## src/rtl/phy_ctrl_pkg.sv

```systemverilog
// Package: offsets, field positions, reset values and timing for the basic control register
package phy_ctrl_pkg;
	// ************************************************************
	// Register map and fields
	// ************************************************************
	localparam logic [4:0] BASIC_PHY_CONTROL_OFFSET = 5'h00;
	localparam int BIT_SPEED = 13;
	localparam int BIT_AN_EN = 12;
	localparam int BIT_AN_RESTART = 9;
	localparam int BIT_DUPLEX = 8;
	localparam int BIT_COL_TEST = 7;
	localparam logic [15:0] WRITABLE_MASK = 16'h3180;
	localparam logic RST_SPEED = 1'b1;
	localparam logic RST_AN_EN = 1'b1;
	localparam logic RST_COL_TEST = 1'b0;
	localparam logic RST_AN_RESTART = 1'b0;
	// Strap pin not yet sampled
	localparam logic RST_DUPLEX = 1'b1;
	// Read image in reset with offset zero selected
	localparam logic [15:0] RST_CONTROL = 16'h3100;

	// ************************************************************
	// Timing
	// ************************************************************
	localparam int CLK_PERIOD_PS = 8000;
	// Bit time at 10 Mb/s, the slower rate, in ps
	localparam int BIT_TIME_PS = 100000;
	localparam int COL_ON_BITS = 512;
	localparam int COL_OFF_BITS = 4;
	// Longest times round down
	localparam int COL_ON_CYCLES = (COL_ON_BITS * BIT_TIME_PS) / CLK_PERIOD_PS;
	localparam int COL_OFF_CYCLES = (COL_OFF_BITS * BIT_TIME_PS) / CLK_PERIOD_PS;
	// Cycles from strap release to capture
	localparam int STRAP_SYNC_CYCLES = 3;

	typedef struct packed {
		logic speed_100;
		logic full_duplex;
		logic an_enable;
	} link_mode_s;
endpackage

```

## src/rtl/basic_phy_control.sv

```systemverilog
// Basic PHY control register: restart, duplex, collision test, reserved bits
module basic_phy_control (
	input wire logic ref_clk_i,
	input wire logic rstn_i,
	input wire logic clk_en_i,
	input wire logic [4:0] reg_addr_i,
	input wire logic reg_wr_i,
	input wire logic [15:0] reg_wdata_i,
	output logic [15:0] reg_rdata_o,
	input wire logic duplex_strap_i,
	input wire logic an_started_i,
	output logic an_restart_o,
	input wire logic tx_en_i,
	output logic col_o,
	output logic forced_mode_valid_o,
	output phy_ctrl_pkg::link_mode_s link_mode_o
);
	// ************************************************************
	// Strap capture
	// ************************************************************
	logic [2:0] strap_sync_q, strap_sync_d;
	logic [1:0] strap_cnt_q, strap_cnt_d;
	logic strap_done_q, strap_done_d;

	always_comb begin
		strap_sync_d = {strap_sync_q[1:0], duplex_strap_i};
		strap_cnt_d = strap_cnt_q;
		strap_done_d = strap_done_q;
		if (!strap_done_q) begin
			strap_cnt_d = strap_cnt_q + 2'h1;
			if (32'(strap_cnt_q) == phy_ctrl_pkg::STRAP_SYNC_CYCLES - 1) begin
				strap_done_d = 1'b1;
			end
		end
	end

	always_ff @(posedge ref_clk_i or negedge rstn_i) begin
		if (!rstn_i) begin
			strap_sync_q <= 3'h0;
			strap_cnt_q <= 2'h0;
			strap_done_q <= 1'b0;
		end else if (clk_en_i) begin
			strap_sync_q <= strap_sync_d;
			strap_cnt_q <= strap_cnt_d;
			strap_done_q <= strap_done_d;
		end
	end

	// ************************************************************
	// Write decode
	// ************************************************************
	logic wr_hit;

	always_comb begin
		wr_hit = reg_wr_i && (reg_addr_i == phy_ctrl_pkg::BASIC_PHY_CONTROL_OFFSET);
	end

	// ************************************************************
	// Forced mode fields
	// ************************************************************
	logic speed_q, speed_d;
	logic an_en_q, an_en_d;
	logic duplex_q, duplex_d;
	logic strap_take;

	always_comb begin
		strap_take = !strap_done_q;
		strap_take = strap_take && 32'(strap_cnt_q) == phy_ctrl_pkg::STRAP_SYNC_CYCLES - 1;
		strap_take = strap_take && strap_sync_q[2] == strap_sync_q[1];
		speed_d = speed_q;
		an_en_d = an_en_q;
		duplex_d = duplex_q;
		if (strap_take) begin
			duplex_d = strap_sync_q[2];
		end
		// Write wins over a late strap capture
		if (wr_hit) begin
			speed_d = reg_wdata_i[phy_ctrl_pkg::BIT_SPEED];
			an_en_d = reg_wdata_i[phy_ctrl_pkg::BIT_AN_EN];
			duplex_d = reg_wdata_i[phy_ctrl_pkg::BIT_DUPLEX];
		end
	end

	always_ff @(posedge ref_clk_i or negedge rstn_i) begin
		if (!rstn_i) begin
			speed_q <= phy_ctrl_pkg::RST_SPEED;
			an_en_q <= phy_ctrl_pkg::RST_AN_EN;
			duplex_q <= phy_ctrl_pkg::RST_DUPLEX;
		end else if (clk_en_i) begin
			speed_q <= speed_d;
			an_en_q <= an_en_d;
			duplex_q <= duplex_d;
		end
	end

	// ************************************************************
	// Collision test enable
	// ************************************************************
	logic col_test_q, col_test_d;

	always_comb begin
		col_test_d = col_test_q;
		if (wr_hit) begin
			col_test_d = reg_wdata_i[phy_ctrl_pkg::BIT_COL_TEST];
		end
	end

	always_ff @(posedge ref_clk_i or negedge rstn_i) begin
		if (!rstn_i) begin
			col_test_q <= phy_ctrl_pkg::RST_COL_TEST;
		end else if (clk_en_i) begin
			col_test_q <= col_test_d;
		end
	end

	// ************************************************************
	// Restart request
	// ************************************************************
	logic restart_q, restart_d;
	logic restart_req;

	always_comb begin
		// restart only with enable in same word
		restart_req = wr_hit && reg_wdata_i[phy_ctrl_pkg::BIT_AN_RESTART];
		restart_req = restart_req && reg_wdata_i[phy_ctrl_pkg::BIT_AN_EN];
		// a written zero leaves it pending
		restart_d = restart_q;
		if (restart_q && an_started_i) begin
			restart_d = 1'b0;
		end
		// Set wins so a fresh request is never lost
		if (restart_req) begin
			restart_d = 1'b1;
		end
	end

	always_ff @(posedge ref_clk_i or negedge rstn_i) begin
		if (!rstn_i) begin
			restart_q <= phy_ctrl_pkg::RST_AN_RESTART;
		end else if (clk_en_i) begin
			restart_q <= restart_d;
		end
	end

	// ************************************************************
	// Read data register
	// ************************************************************
	// Built from next values so a read after a write is current
	logic [15:0] rdata_q, rdata_d;

	always_comb begin
		rdata_d = 16'h0000;
		if (reg_addr_i == phy_ctrl_pkg::BASIC_PHY_CONTROL_OFFSET) begin
			rdata_d[phy_ctrl_pkg::BIT_SPEED] = speed_d;
			rdata_d[phy_ctrl_pkg::BIT_AN_EN] = an_en_d;
			rdata_d[phy_ctrl_pkg::BIT_AN_RESTART] = restart_d;
			rdata_d[phy_ctrl_pkg::BIT_DUPLEX] = duplex_d;
			rdata_d[phy_ctrl_pkg::BIT_COL_TEST] = col_test_d;
		end
	end

	always_ff @(posedge ref_clk_i or negedge rstn_i) begin
		if (!rstn_i) begin
			// Reset image assumes offset zero is selected
			rdata_q <= phy_ctrl_pkg::RST_CONTROL;
		end else if (clk_en_i) begin
			rdata_q <= rdata_d;
		end
	end

	assign reg_rdata_o = rdata_q;

	// ************************************************************
	// Mode outputs
	// ************************************************************
	assign an_restart_o = restart_q;
	assign link_mode_o = '{speed_100: speed_q, full_duplex: duplex_q, an_enable: an_en_q};
	// forced bits only count when disabled
	assign forced_mode_valid_o = !an_en_q;

	// ************************************************************
	// Collision test
	// ************************************************************
	// Single flop path: far inside both bounds
	logic col_q, col_d;

	always_comb begin
		col_d = col_test_q && tx_en_i;
	end

	always_ff @(posedge ref_clk_i or negedge rstn_i) begin
		if (!rstn_i) begin
			col_q <= 1'b0;
		end else if (clk_en_i) begin
			col_q <= col_d;
		end
	end

	assign col_o = col_q;
endmodule

```

## config.mk

```make
export PLATFORM = sky130hd
export DESIGN_NAME = basic_phy_control
export DESIGN_NICKNAME = d
export VERILOG_FILES = /design/src/rtl/phy_ctrl_pkg.sv /design/src/rtl/basic_phy_control.sv
export SDC_FILE = /design/constraint.sdc
export NUM_CORES = 1
export LEC_CHECK = 0
export BUFFER_PORTS_ARGS = -buffer_cell sky130_fd_sc_hd__buf_2
export CORE_UTILIZATION = 44
export DETAILED_ROUTE_END_ITERATION = 12
export PLACE_DENSITY = 0.87
export RECOVER_POWER = 25
export SLEW_MARGIN = 40
export SYNTH_ARGS = -nofsm -noshare
export SYNTH_HDL_FRONTEND = slang
export SYNTH_SLANG_ARGS = --single-unit
export TNS_END_PERCENT = 30
```

## constraint.sdc

```tcl
create_clock -name ref_clk_i -period 1.6 [get_ports ref_clk_i]
set_input_delay 0.08 -clock ref_clk_i [delete_from_list [all_inputs] [get_ports ref_clk_i]]
set_output_delay 0.08 -clock ref_clk_i [all_outputs]
set_load 0.01 [all_outputs]
```

# [After elaboration in Yosys (flattened, before gate mapping)]
# Index checks and enable logic that the tools add are counted.
[totals] ff_bits=17 elab_cells=36 in_bits=28
[classes] bitwise_logic=1 mux=11 addsub=1 n_reduce_logical=11 n_eq_ne=2
[op_table] operator="$mux W1" count=9
[op_table] operator="$logic_and A1 B1 Y1" count=7
[op_table] operator="$logic_not A5 Y1" count=1
[op_table] operator="$mux W3" count=1
[op_table] operator="$add A2 B1 Y2 const B" count=1
[op_table] operator="$eq A2 B2 Y1 const B" count=1
[op_table] operator="$logic_not A1 Y1" count=2
[op_table] operator="$mux W2" count=1
[op_table] operator="$reduce_and A2 Y1" count=1
[op_table] operator="$eq A1 B1 Y1" count=1
[op_table] operator="$not A1 Y1" count=1

# [Depth between registers and ports, before layout]
# Gate-level depths: netlist of the first run.
[logic_depth] ltp_word=6 mapped_depth=5 depth_no_buf=5

# [Least setup slack after synthesis of the first run]
# Ideal clock, no wire load.
[synth_timing] path_type="flip-flop to flip-flop" from="register strap_cnt_q[0]" to="register rdata_q[8] (netlist: reg_rdata_o[8])" path_slack_ns=0.359 required_time_ns=1.503 path_buffers=0 t_arrival_ns=1.144 synth_period_minus_slack_ns=1.241 path_stages_with_launch=6 path_cell_list="dfrtp_1 inv_1 ha_1 nand3b_1 a211o_1 o41ai_2"
[synth_between] elab_chain_cells=6
[synth_lines] item="start: declaration" line="basic_phy_control.sv:22" rtl="logic [1:0] strap_cnt_q, strap_cnt_d;"
[synth_lines] item="start signal: assignment" line="basic_phy_control.sv:44" rtl="strap_cnt_q <= strap_cnt_d;"
[synth_lines] item="$eq A2 B2 Y1" line="basic_phy_control.sv:68" rtl="strap_take = strap_take && 32'(strap_cnt_q) == phy_ctrl_pkg::STRAP_SYNC_CYCLES - 1;"
[synth_lines] item="$logic_and A1 B1 Y1" line="basic_phy_control.sv:68"
[synth_lines] item="$logic_and A1 B1 Y1" line="basic_phy_control.sv:69" rtl="strap_take = strap_take && strap_sync_q[2] == strap_sync_q[1];"
[synth_lines] item="$mux W1" line="basic_phy_control.sv:73" rtl="if (strap_take) begin"
[synth_lines] item="$mux W1" line="basic_phy_control.sv:77" rtl="if (wr_hit) begin"
[synth_lines] item="$mux W3" line="basic_phy_control.sv:153" rtl="if (reg_addr_i == phy_ctrl_pkg::BASIC_PHY_CONTROL_OFFSET) begin"
[synth_lines] item="end signal: assignment" line="basic_phy_control.sv:165" rtl="rdata_q <= phy_ctrl_pkg::RST_CONTROL;"
[synth_lines] item="end signal: assignment" line="basic_phy_control.sv:167" rtl="rdata_q <= rdata_d;"
[synth_lines] item="end: declaration" line="basic_phy_control.sv:149" rtl="logic [15:0] rdata_q, rdata_d;"
# No other way between the ends.
# A chain may end at the register's enable or synchronous reset.

# [Final worst setup path of the first run]
# Ends and elaborated chain as after synthesis.

==> impl_metrics.json, run 1 <==
{
  "yosysSeqAreaShare_pct": 45.9,
  "grt.met3_usage_pct": 3.14,
  "power.switching_uw": 267,
  "use_met2_pct": 29.1,
  "post-place-ws_ps": 182,
  "io_pins": 50,
  "tns_ps": 0,
  "cts.sinks": 17,
  "clk_latency_ps": 280,
  "min_from": "tx_en_i",
  "antenna_found_initial": 0,
  "grt_pass1_wl_microns": 2820,
  "antenna_left": 0,
  "critPathArrivalTime_ps": 1640,
  "synth_area_leaders": "dfrtp_1 29%, dfstp_2 17%, buf_4 11%",
  "ys_seq_elements": 17,
  "fin_hold_ws_ps": 32.9,
  "cts_inserted_buffers": 3,
  "place_congestion": 0.740,
  "core_sq_mm": 0.00198,
  "nNetsFinal": 141,
  "r2r_setup_slack_ps": 130,
  "grt_max_degree": 18,
  "synthTopCellsByCount": "14 x buf_4, 11 x dfrtp_1, 7 x inv_1, 6 x dfstp_2, 6 x mux2_2",
  "synth_cells": 84,
  "clockBufferDepth": 2,
  "grt_pass1_vias": 665,
  "hpwl_microns": 1260,
  "slew_violations": 0,
  "hold_buffers": 1,
  "synth_edf_count": 0,
  "rows": 16,
  "ys_async_sr_fraction_pct": 100,
  "grt_use_met1_pct": 16.9,
  "die_w_microns": 48.3,
  "start_kind": "flip-flop",
  "finalHoldViolCount": 0,
  "critPathKind": "reg2reg",
  "period_share_pct": 91.7,
  "sequentialPowerShare_pct": 55.7,
  "wl_per_cell_microns": 12.1,
  "drcViolationCount": 0,
  "root_buffer": "clkbuf_4",
  "synth_area_sq_um": 943,
  "clkPwrFrac_pct": 23.4,
  "cp_max_fo": 3,
  "power_frac_comb_pct": 20.9,
  "internal-power_uw": 683,
  "fillers": 187,
  "sw_frac_of_total_pct": 28.1,
  "rsz0062_at_grt": "false",
  "synthFlopType": "dfrtp_1",
  "yosysMostFrequentCell": "buf_4",
  "peakVddDrop_v": 0.000532,
  "yosys_warnings": 0,
  "dieArea_sq_mm": 0.00233,
  "worst_slack_ps": 133,
  "synth_top_area_cell": "dfrtp_1",
  "htreeDepth": 1,
  "period_needed_ps": 1470,
  "hold_path_class": "in2reg",
  "port_buffers": 27,
  "final-seq-area_sq_um": 433,
  "multi_input_area_sq_um": 407,
  "grt_overflow": 0,
  "endpoint_kind": "flip-flop",
  "die_h_microns": 48.3,
  "p_leak_nw": 0.516,
  "cts_setup_buffers": 0,
  "routed_wl_microns": 1670,
  "setup.worst_path.start": "strap_cnt_q[0]",
  "maxCapViolations": 0,
  "clk_pin_slew_ps": 100,
  "vias_per_cell": 4.88,
  "worst_pin_slew_ps": 876,
  "setup_viol": 0,
  "relSlewSlack_pct": 41.6,
  "fin_skew_ps": 6.43,
  "cts_resized": 0,
  "tritoncts": "built",
  "powerDensity_mw_per_mm2": 882,
  "first_pass_iters": 4,
  "yosysUniqueCellTypes": 32,
  "syn_to_final_growth_pct": 14.2,
  "cp.required_ps": 1770,
  "grt_usage_pct": 15.1,
  "status": "finished clean",
  "final_layout_size_suffix_gt1_share_pct": 45.0,
  "start_util_pct": 47.6,
  "synth.avg_cell_area_sq_um": 11.2,
  "fmax_mhz": 681,
  "top_usage_layer": "met2",
  "timing.rr.start": "strap_cnt_q[0]",
  "drtIter0Drc": 12,
  "vias": 674,
  "diodes": 0,
  "synth_top_area_share_pct": 29.2
}
==> placed cells by master (no fill, tap or decap), types with 2 or more instances in the layout <==
master,netlist,final
buf_2,2,26
clkbuf_1,0,2
clkbuf_4,0,3
conb_1,1,11
dfrtp_1,11,11
dfstp_2,6,6
inv_1,7,7
mux2_2,6,6
mux2_4,3,3
nand2_1,5,5
nand3_1,2,2
o21ai_0,4,4
o2bb2ai_1,3,3
==> critical path, stage by stage, from the launching register on <==
cell and delay (ps):
dfrtp_1 400, inv_1 60, ha_1 190, nand3b_1 90, a211o_1 330, o41ai_2 290
==> cell type report <==
type	count	area share, %
Clock buffer	4	2.44
Sequential cell	17	40.2
Multi-Input combinational cell	54	37.7
Tap cell	27	3.14
Inverter	7	2.44
Timing Repair Buffer	29	14.1
==> sequential cells by signal, indices dropped and copies added (netlist names) <==
register      count
reg_rdata_o       5
strap_sync_q      3
strap_cnt_q       2
an_en_q           1
an_restart_o      1
col_o             1
col_test_q        1
duplex_q          1
speed_q           1
strap_done_q      1
==> power groups by stage <==
stage                     Combinational, mW  Sequential, mW  Clock (mW)
final                                 0.198           0.530       0.222
after global routing                  0.221           0.539       0.252
after CTS                             0.202           0.531       0.231
after detailed placement              0.199           0.539           0
after global placement                0.186           0.531           0
after floorplan                       0.160           0.527           0
==> per-stage QoR <==
step | instances | util (%) | area [sq um] | total power [mW]
2_1_floorplan | 94 | - | 981 | 0.687
3_3_place_gp | 133 | 52.6 | 1040 | 0.717
3_5_place_dp | 133 | 52.6 | 1040 | 0.738
4_1_cts | 138 | 54.4 | 1080 | 0.964
5_1_grt | 138 | 54.4 | 1080 | 1.01
6_report | 138 | 54.4 | 1080 | 0.950
==> final timing paths <==
kind,cells past startpoint,endpoint
min,3,col_o
max in group asynchronous,2,strap_cnt_q[1]
min reg2reg,1,reg_rdata_o[13]
min in group asynchronous,2,strap_sync_q[0]
max reg2reg,5,reg_rdata_o[8]
max,5,reg_rdata_o[8]
==> cells by family (layout without fill, tap and decap cells) <==
group	Yosys count	count (layout)	synth area share (%)
AOI/OAI and AO/OA	15	15	12.6
xor gates and xnor gates	1	1	0.929
adders and majority gates	1	1	1.33
buffers and inverters	23	40	15.0
DFF	17	17	45.9
muxes	9	9	11.9
other	1	11	0.397
and+or+nand+nor	17	17	11.9
==> routing by layer <==
| layer | up-vias | wire length [microns] |
|---|---|---|
| li1 | 325 | - |
| met1 | 318 | 698 |
| met2 | 29 | 829 |
| met3 | 2 | 121 |
| met4 | 0 | 19 |
| met5 | - | 0 |
No activity file was read; power rests on OpenSTA's default activity.
==> inputs of run 2 (changes only) <==
Settings changed: CELL_PAD_IN_SITES_DETAIL_PLACEMENT from default to 1, CELL_PAD_IN_SITES_GLOBAL_PLACEMENT from default to 1, CORE_UTILIZATION 44 to 32, PLACE_DENSITY 0.87 to 0.86.
==> run 2 against run 1 <==
Against the previous run: utilization down 16 points; clock skew up 1.5 ps; clock power up 2%; sequential power about the same; sequential share of layout area increased by 0.093 points; setup slack improved by 110 ps; wire length up 8.7%; cell count increased by 2.2%; flip-flop and latch count unchanged; die area grew 36%.
==> impl_metrics.json, run 2 (synthesis results as in run 1) <==
{
  "wl_per_cell_microns": 12.9,
  "syn_to_final_growth_pct": 13.9,
  "tns_ps": 0,
  "grt_overflow": 0,
  "rows": 19,
  "start_kind": "flip-flop",
  "hpwl_microns": 1440,
  "clk_latency_ps": 290,
  "vias_per_cell": 4.74,
  "die_h_microns": 56.3,
  "cts_resized": 0,
  "grt_pass1_vias": 673,
  "tritoncts": "built",
  "endpoint_kind": "flip-flop",
  "cts_setup_buffers": 0,
  "p_leak_nw": 0.510,
  "status": "finished clean",
  "fmax_mhz": 735,
  "largest_reg_flops": 5,
  "grt_usage_pct": 12.6,
  "port_buffers": 27,
  "cts.sinks": 17,
  "clk_pin_slew_ps": 100,
  "fin_skew_ps": 7.95,
  "place_congestion": 0.731,
  "critPathArrivalTime_ps": 1570,
  "critPathBufInv": 1,
  "cp.required_ps": 1810,
  "start_util_pct": 33.9,
  "critPathKind": "reg2reg",
  "die_w_microns": 56.3,
  "period_share_pct": 85.0,
  "crit_chain": "inv_1 > ha_1 > nand3b_1 > a211o_1 > o41ai_2",
  "first_pass_iters": 4,
  "cts_inserted_buffers": 3,
  "grt_use_met1_pct": 13.6,
  "routed_wl_microns": 1820,
  "period_needed_ps": 1360,
  "slowest_delay_ps": 400,
  "drtIter0Drc": 16,
  "dieArea_sq_mm": 0.00317,
  "total_power_uw": 953,
  "antenna_found_initial": 0,
  "final_layout_size_suffix_gt1_share_pct": 44.5,
  "hold_path_class": "in2reg",
  "htreeDepth": 1,
  "cp_top_family": "compound AO/OA/AOI/OAI gates",
  "relSlewSlack_pct": 41.2,
  "cp_max_fo": 3,
  "final_common_cell": "buf_2",
  "antenna_left": 0,
  "worst_pin_slew_ps": 882,
  "powerDensity_mw_per_mm2": 887,
  "use_met2_pct": 22.6,
  "grt_pass1_wl_microns": 3010,
  "post-place-ws_ps": 247,
  "slew_violations": 0,
  "peakVddDrop_v": 0.000468,
  "drcViolationCount": 0,
  "maxCapViolations": 0,
  "grt.met3_usage_pct": 2.53,
  "vias": 669,
  "worst_slack_ps": 240,
  "grt_max_degree": 18,
  "final_cell_mix": "26 x buf_2, 11 x conb_1, 11 x dfrtp_1",
  "root_buffer": "clkbuf_4",
  "finalHoldViolCount": 0,
  "setup_viol": 0,
  "clockBufferDepth": 2,
  "diodes": 0,
  "crit_slowest_cell": "dfrtp_1",
  "nNetsFinal": 140,
  "core_sq_mm": 0.00278,
  "top_usage_layer": "met2",
  "io_pins": 50,
  "rsz0062_at_grt": "false"
}
## run 2: cell count changes in the layout (fill, tap and decap cells not counted), sizes merged
cell and change:
buf -1
## run 2: worst register-to-register path: stages, from the launching register on
cell and delay, ps:
dfrtp_1 400, inv_1 70, ha_1 190, nand3b_1 90, a211o_1 330, o41ai_2 210
## run 2: path summary, 6_finish.rpt
| path | startpoint | endpoint | slack [ps] | cells after the start |
|---|---|---|---|---|
| hold reg to reg | strap_cnt_q[0] | strap_cnt_q[0] | 480 | 1 |
| setup reg to reg | strap_cnt_q[0] | reg_rdata_o[8] | 240 | 5 |
| setup / recovery | strap_cnt_q[0] | reg_rdata_o[8] | 240 | 5 |
| max in group asynchronous | rstn_i | strap_sync_q[0] | 640 | 2 |
| min in group asynchronous | rstn_i | strap_done_q | 420 | 2 |
| hold / removal | duplex_strap_i | strap_sync_q[0] | 20 | 2 |
## run 2: stage by stage
| step | area [sq um] | instances | utilization [%] | hold WS (ps) |
|---|---|---|---|---|
| after floorplan | 981 | 94 | - | -216 |
| after global placement | 1040 | 136 | 37.4 | 14.8 |
| after detailed placement | 1040 | 136 | 37.4 | 17.4 |
| after CTS | 1080 | 141 | 38.7 | 14.0 |
| after global routing | 1070 | 141 | 38.6 | 21.2 |
| final | 1070 | 141 | 38.6 | 21.1 |
## run 2: layer usage
metal,wire length (microns),vias to the layer above,part of all wire (%)
met4,51,0,2.8
li1,-,322,-
met5,0,-,0
met3,100,5,5.5
met2,950,28,52
met1,712,314,39
## run 2: cell type report
class | count | area (sq um)
fillers | 322 | 1710
well taps | 31 | 38.8
repair buffers | 28 | 144
multi-input cells | 54 | 407
flip-flops and latches | 17 | 433
clock buffers | 4 | 26.3
inverters | 7 | 26.3
## run 2: where the power goes
group          internal [mW]  leakage (nW)  switching (mW)  total [mW]
combinational         0.0966         0.297           0.101       0.197
sequential             0.490         0.199          0.0397       0.529
clock                 0.0970        0.0150           0.129       0.226
total                  0.683         0.510           0.270       0.953
## run 2: repair_timing
item | CTS | global route
endpoints found under the hold margin | 17 | 0
hold buffers | 1 | 0
setup endpoints to repair | 0 | 0
==> inputs of run 3 (changes only) <==
Settings changed: CTS_BUF_LIST from default to sky130_fd_sc_hd__clkbuf_8 sky130_fd_sc_hd__clkbuf_16.
==> run 3 against run 2 <==
Against the previous run: sequential share of layout area fell by 0.69 points; combinational power barely moved; first-iteration DRC count fell by 25%; clock-buffer cell count fell by 1; cell count did not move; clock skew fell by 5.0 ps; flip-flop and latch count did not move; critical path depth did not move; sequential power rose by 0.8%; utilization rose by 0.67 points; via count rose by 0.30%; critical endpoint unchanged; largest cell class unchanged; highest routed layer unchanged.
==> impl_metrics.json, run 3 (synthesis results as in run 1) <==
{
  "r2r_end": "reg_rdata_o[8]",
  "setup.worst_path.start": "strap_cnt_q[0]",
  "start_kind": "flip-flop",
  "diodes": 0,
  "tritoncts": "built",
  "vias": 671,
  "grt_overflow": 0,
  "hold_path_class": "in2reg",
  "cts_resized": 0,
  "p_leak_nw": 0.522,
  "multi_input_area_sq_um": 407,
  "slew_violations": 0,
  "period_needed_ps": 1360,
  "fillers": 323,
  "r2r_setup_slack_ps": 240,
  "hpwl_microns": 1440,
  "die_w_microns": 56.3,
  "timing.rr.start": "strap_cnt_q[0]",
  "critPathArrivalTime_ps": 1520,
  "critPathBufInv": 1,
  "grt_usage_pct": 13.0,
  "io_pins": 50,
  "setup_viol": 0,
  "cp_max_fo": 3,
  "root_buffer": "clkbuf_8",
  "finalHoldViolCount": 0,
  "antenna_found_initial": 0,
  "dieArea_sq_mm": 0.00317,
  "grt_pass1_wl_microns": 3090,
  "clk_latency_ps": 250,
  "clk_pin_slew_ps": 60,
  "peakVddDrop_v": 0.000424,
  "worst_pin_slew_ps": 886,
  "start_util_pct": 33.9,
  "cp.depth": 5,
  "antenna_left": 0,
  "period_share_pct": 85.2,
  "endpoint_kind": "flip-flop",
  "port_buffers": 27,
  "tns_ps": 0,
  "cp_top_family": "compound AO/OA/AOI/OAI gates",
  "die_h_microns": 56.3,
  "maxCapViolations": 0,
  "grt_pass1_vias": 692,
  "place_congestion": 0.731,
  "core_sq_mm": 0.00278,
  "final_common_cell": "buf_2",
  "final_layout_size_suffix_gt1_share_pct": 44.5,
  "utilization_pct": 39.3,
  "critPathKind": "reg2reg",
  "vias_per_cell": 4.76,
  "crit_chain": "inv_1 > ha_1 > nand3b_1 > a211o_1 > o41ai_2",
  "syn_to_final_growth_pct": 15.9,
  "crit_slowest_cell": "dfrtp_1",
  "cts_setup_buffers": 0,
  "routed_wl_microns": 1860,
  "endpoint": "reg_rdata_o[8]",
  "clockBufferDepth": 2,
  "cts.sinks": 17,
  "htreeDepth": 1,
  "drcViolationCount": 0,
  "relSlewSlack_pct": 40.9,
  "drtIter0Drc": 12,
  "nNetsFinal": 140,
  "cp.required_ps": 1760,
  "grt_max_degree": 18,
  "wl_per_cell_microns": 13.2,
  "final-seq-area_sq_um": 433,
  "first_pass_iters": 4,
  "largest_reg_flops": 5,
  "rsz0062_at_grt": "false",
  "fin_skew_ps": 2.95,
  "r2r_cells": 5,
  "slowest_delay_ps": 390,
  "status": "finished clean",
  "fin_hold_ws_ps": 63.9,
  "rows": 19,
  "cts_inserted_buffers": 3,
  "final_cell_mix": "26 x buf_2, 11 x conb_1, 11 x dfrtp_1",
  "powerDensity_mw_per_mm2": 948,
  "fmax_mhz": 733
}
run 3: cell count changes in the layout (fill, tap and decap cells not counted):
cell | previous run | this run
clkbuf_1 | 2 | 1
clkbuf_4 | 3 | 0
clkbuf_8 | 0 | 3
inv_1 | 7 | 8
run 3: power by group:
| part | total (mW) | switching, mW | internal (mW) | leakage, nW |
|---|---|---|---|---|
| Combinational | 0.199 | 0.103 | 0.0967 | 0.297 |
| Clock | 0.304 | 0.134 | 0.170 | 0.0269 |
| Sequential | 0.533 | 0.0422 | 0.491 | 0.199 |
run 3: worst min-delay path by stage:
stage	start	endpoint	slack (ps)	cells after the start
after floorplan	rstn_i	an_restart_o	-220	0
after global placement	rstn_i	col_test_q	10	1
after detailed placement	rstn_i	reg_rdata_o[9]	20	1
after CTS	duplex_strap_i	strap_sync_q[0]	60	2
after global routing	duplex_strap_i	strap_sync_q[0]	70	2
final	duplex_strap_i	strap_sync_q[0]	60	2
run 3: cell type report:
class                      count  area share [%]
multi-input combinational     54            37.2
tap                           31            3.55
sequential                    17            39.6
timing repair buffer          28            13.2
clock inverter                 1           0.343
inverter                       7            2.40
clock buffer                   3            3.78
run 3: stage by stage:
stage          std cells  cell area (sq um)  setup WS, ps  total power, mW
4_1_cts              141               1090           222             1.06
6_report             141               1090           236             1.04
5_1_grt              141               1090           117             1.11
3_5_place_dp         136               1040           247            0.739
3_3_place_gp         136               1040           270            0.719
2_1_floorplan         94                981           359            0.687
run 3: routing by layer:
metal	routed length, microns	up-vias	share of wire, %	track usage, %
met2	1020	27	55	23.8
met5	0	-	0	0
li1	-	322	-	-
met1	711	318	38	13.7
met4	25	0	1.3	6.27
met3	100	4	5.4	3.23
run 3: what timing repair did:
action                                  4_1_cts  5_1_grt
endpoints found under the hold margin        11        0
endpoints found under the setup margin        0        0
hold buffers                                  1        0
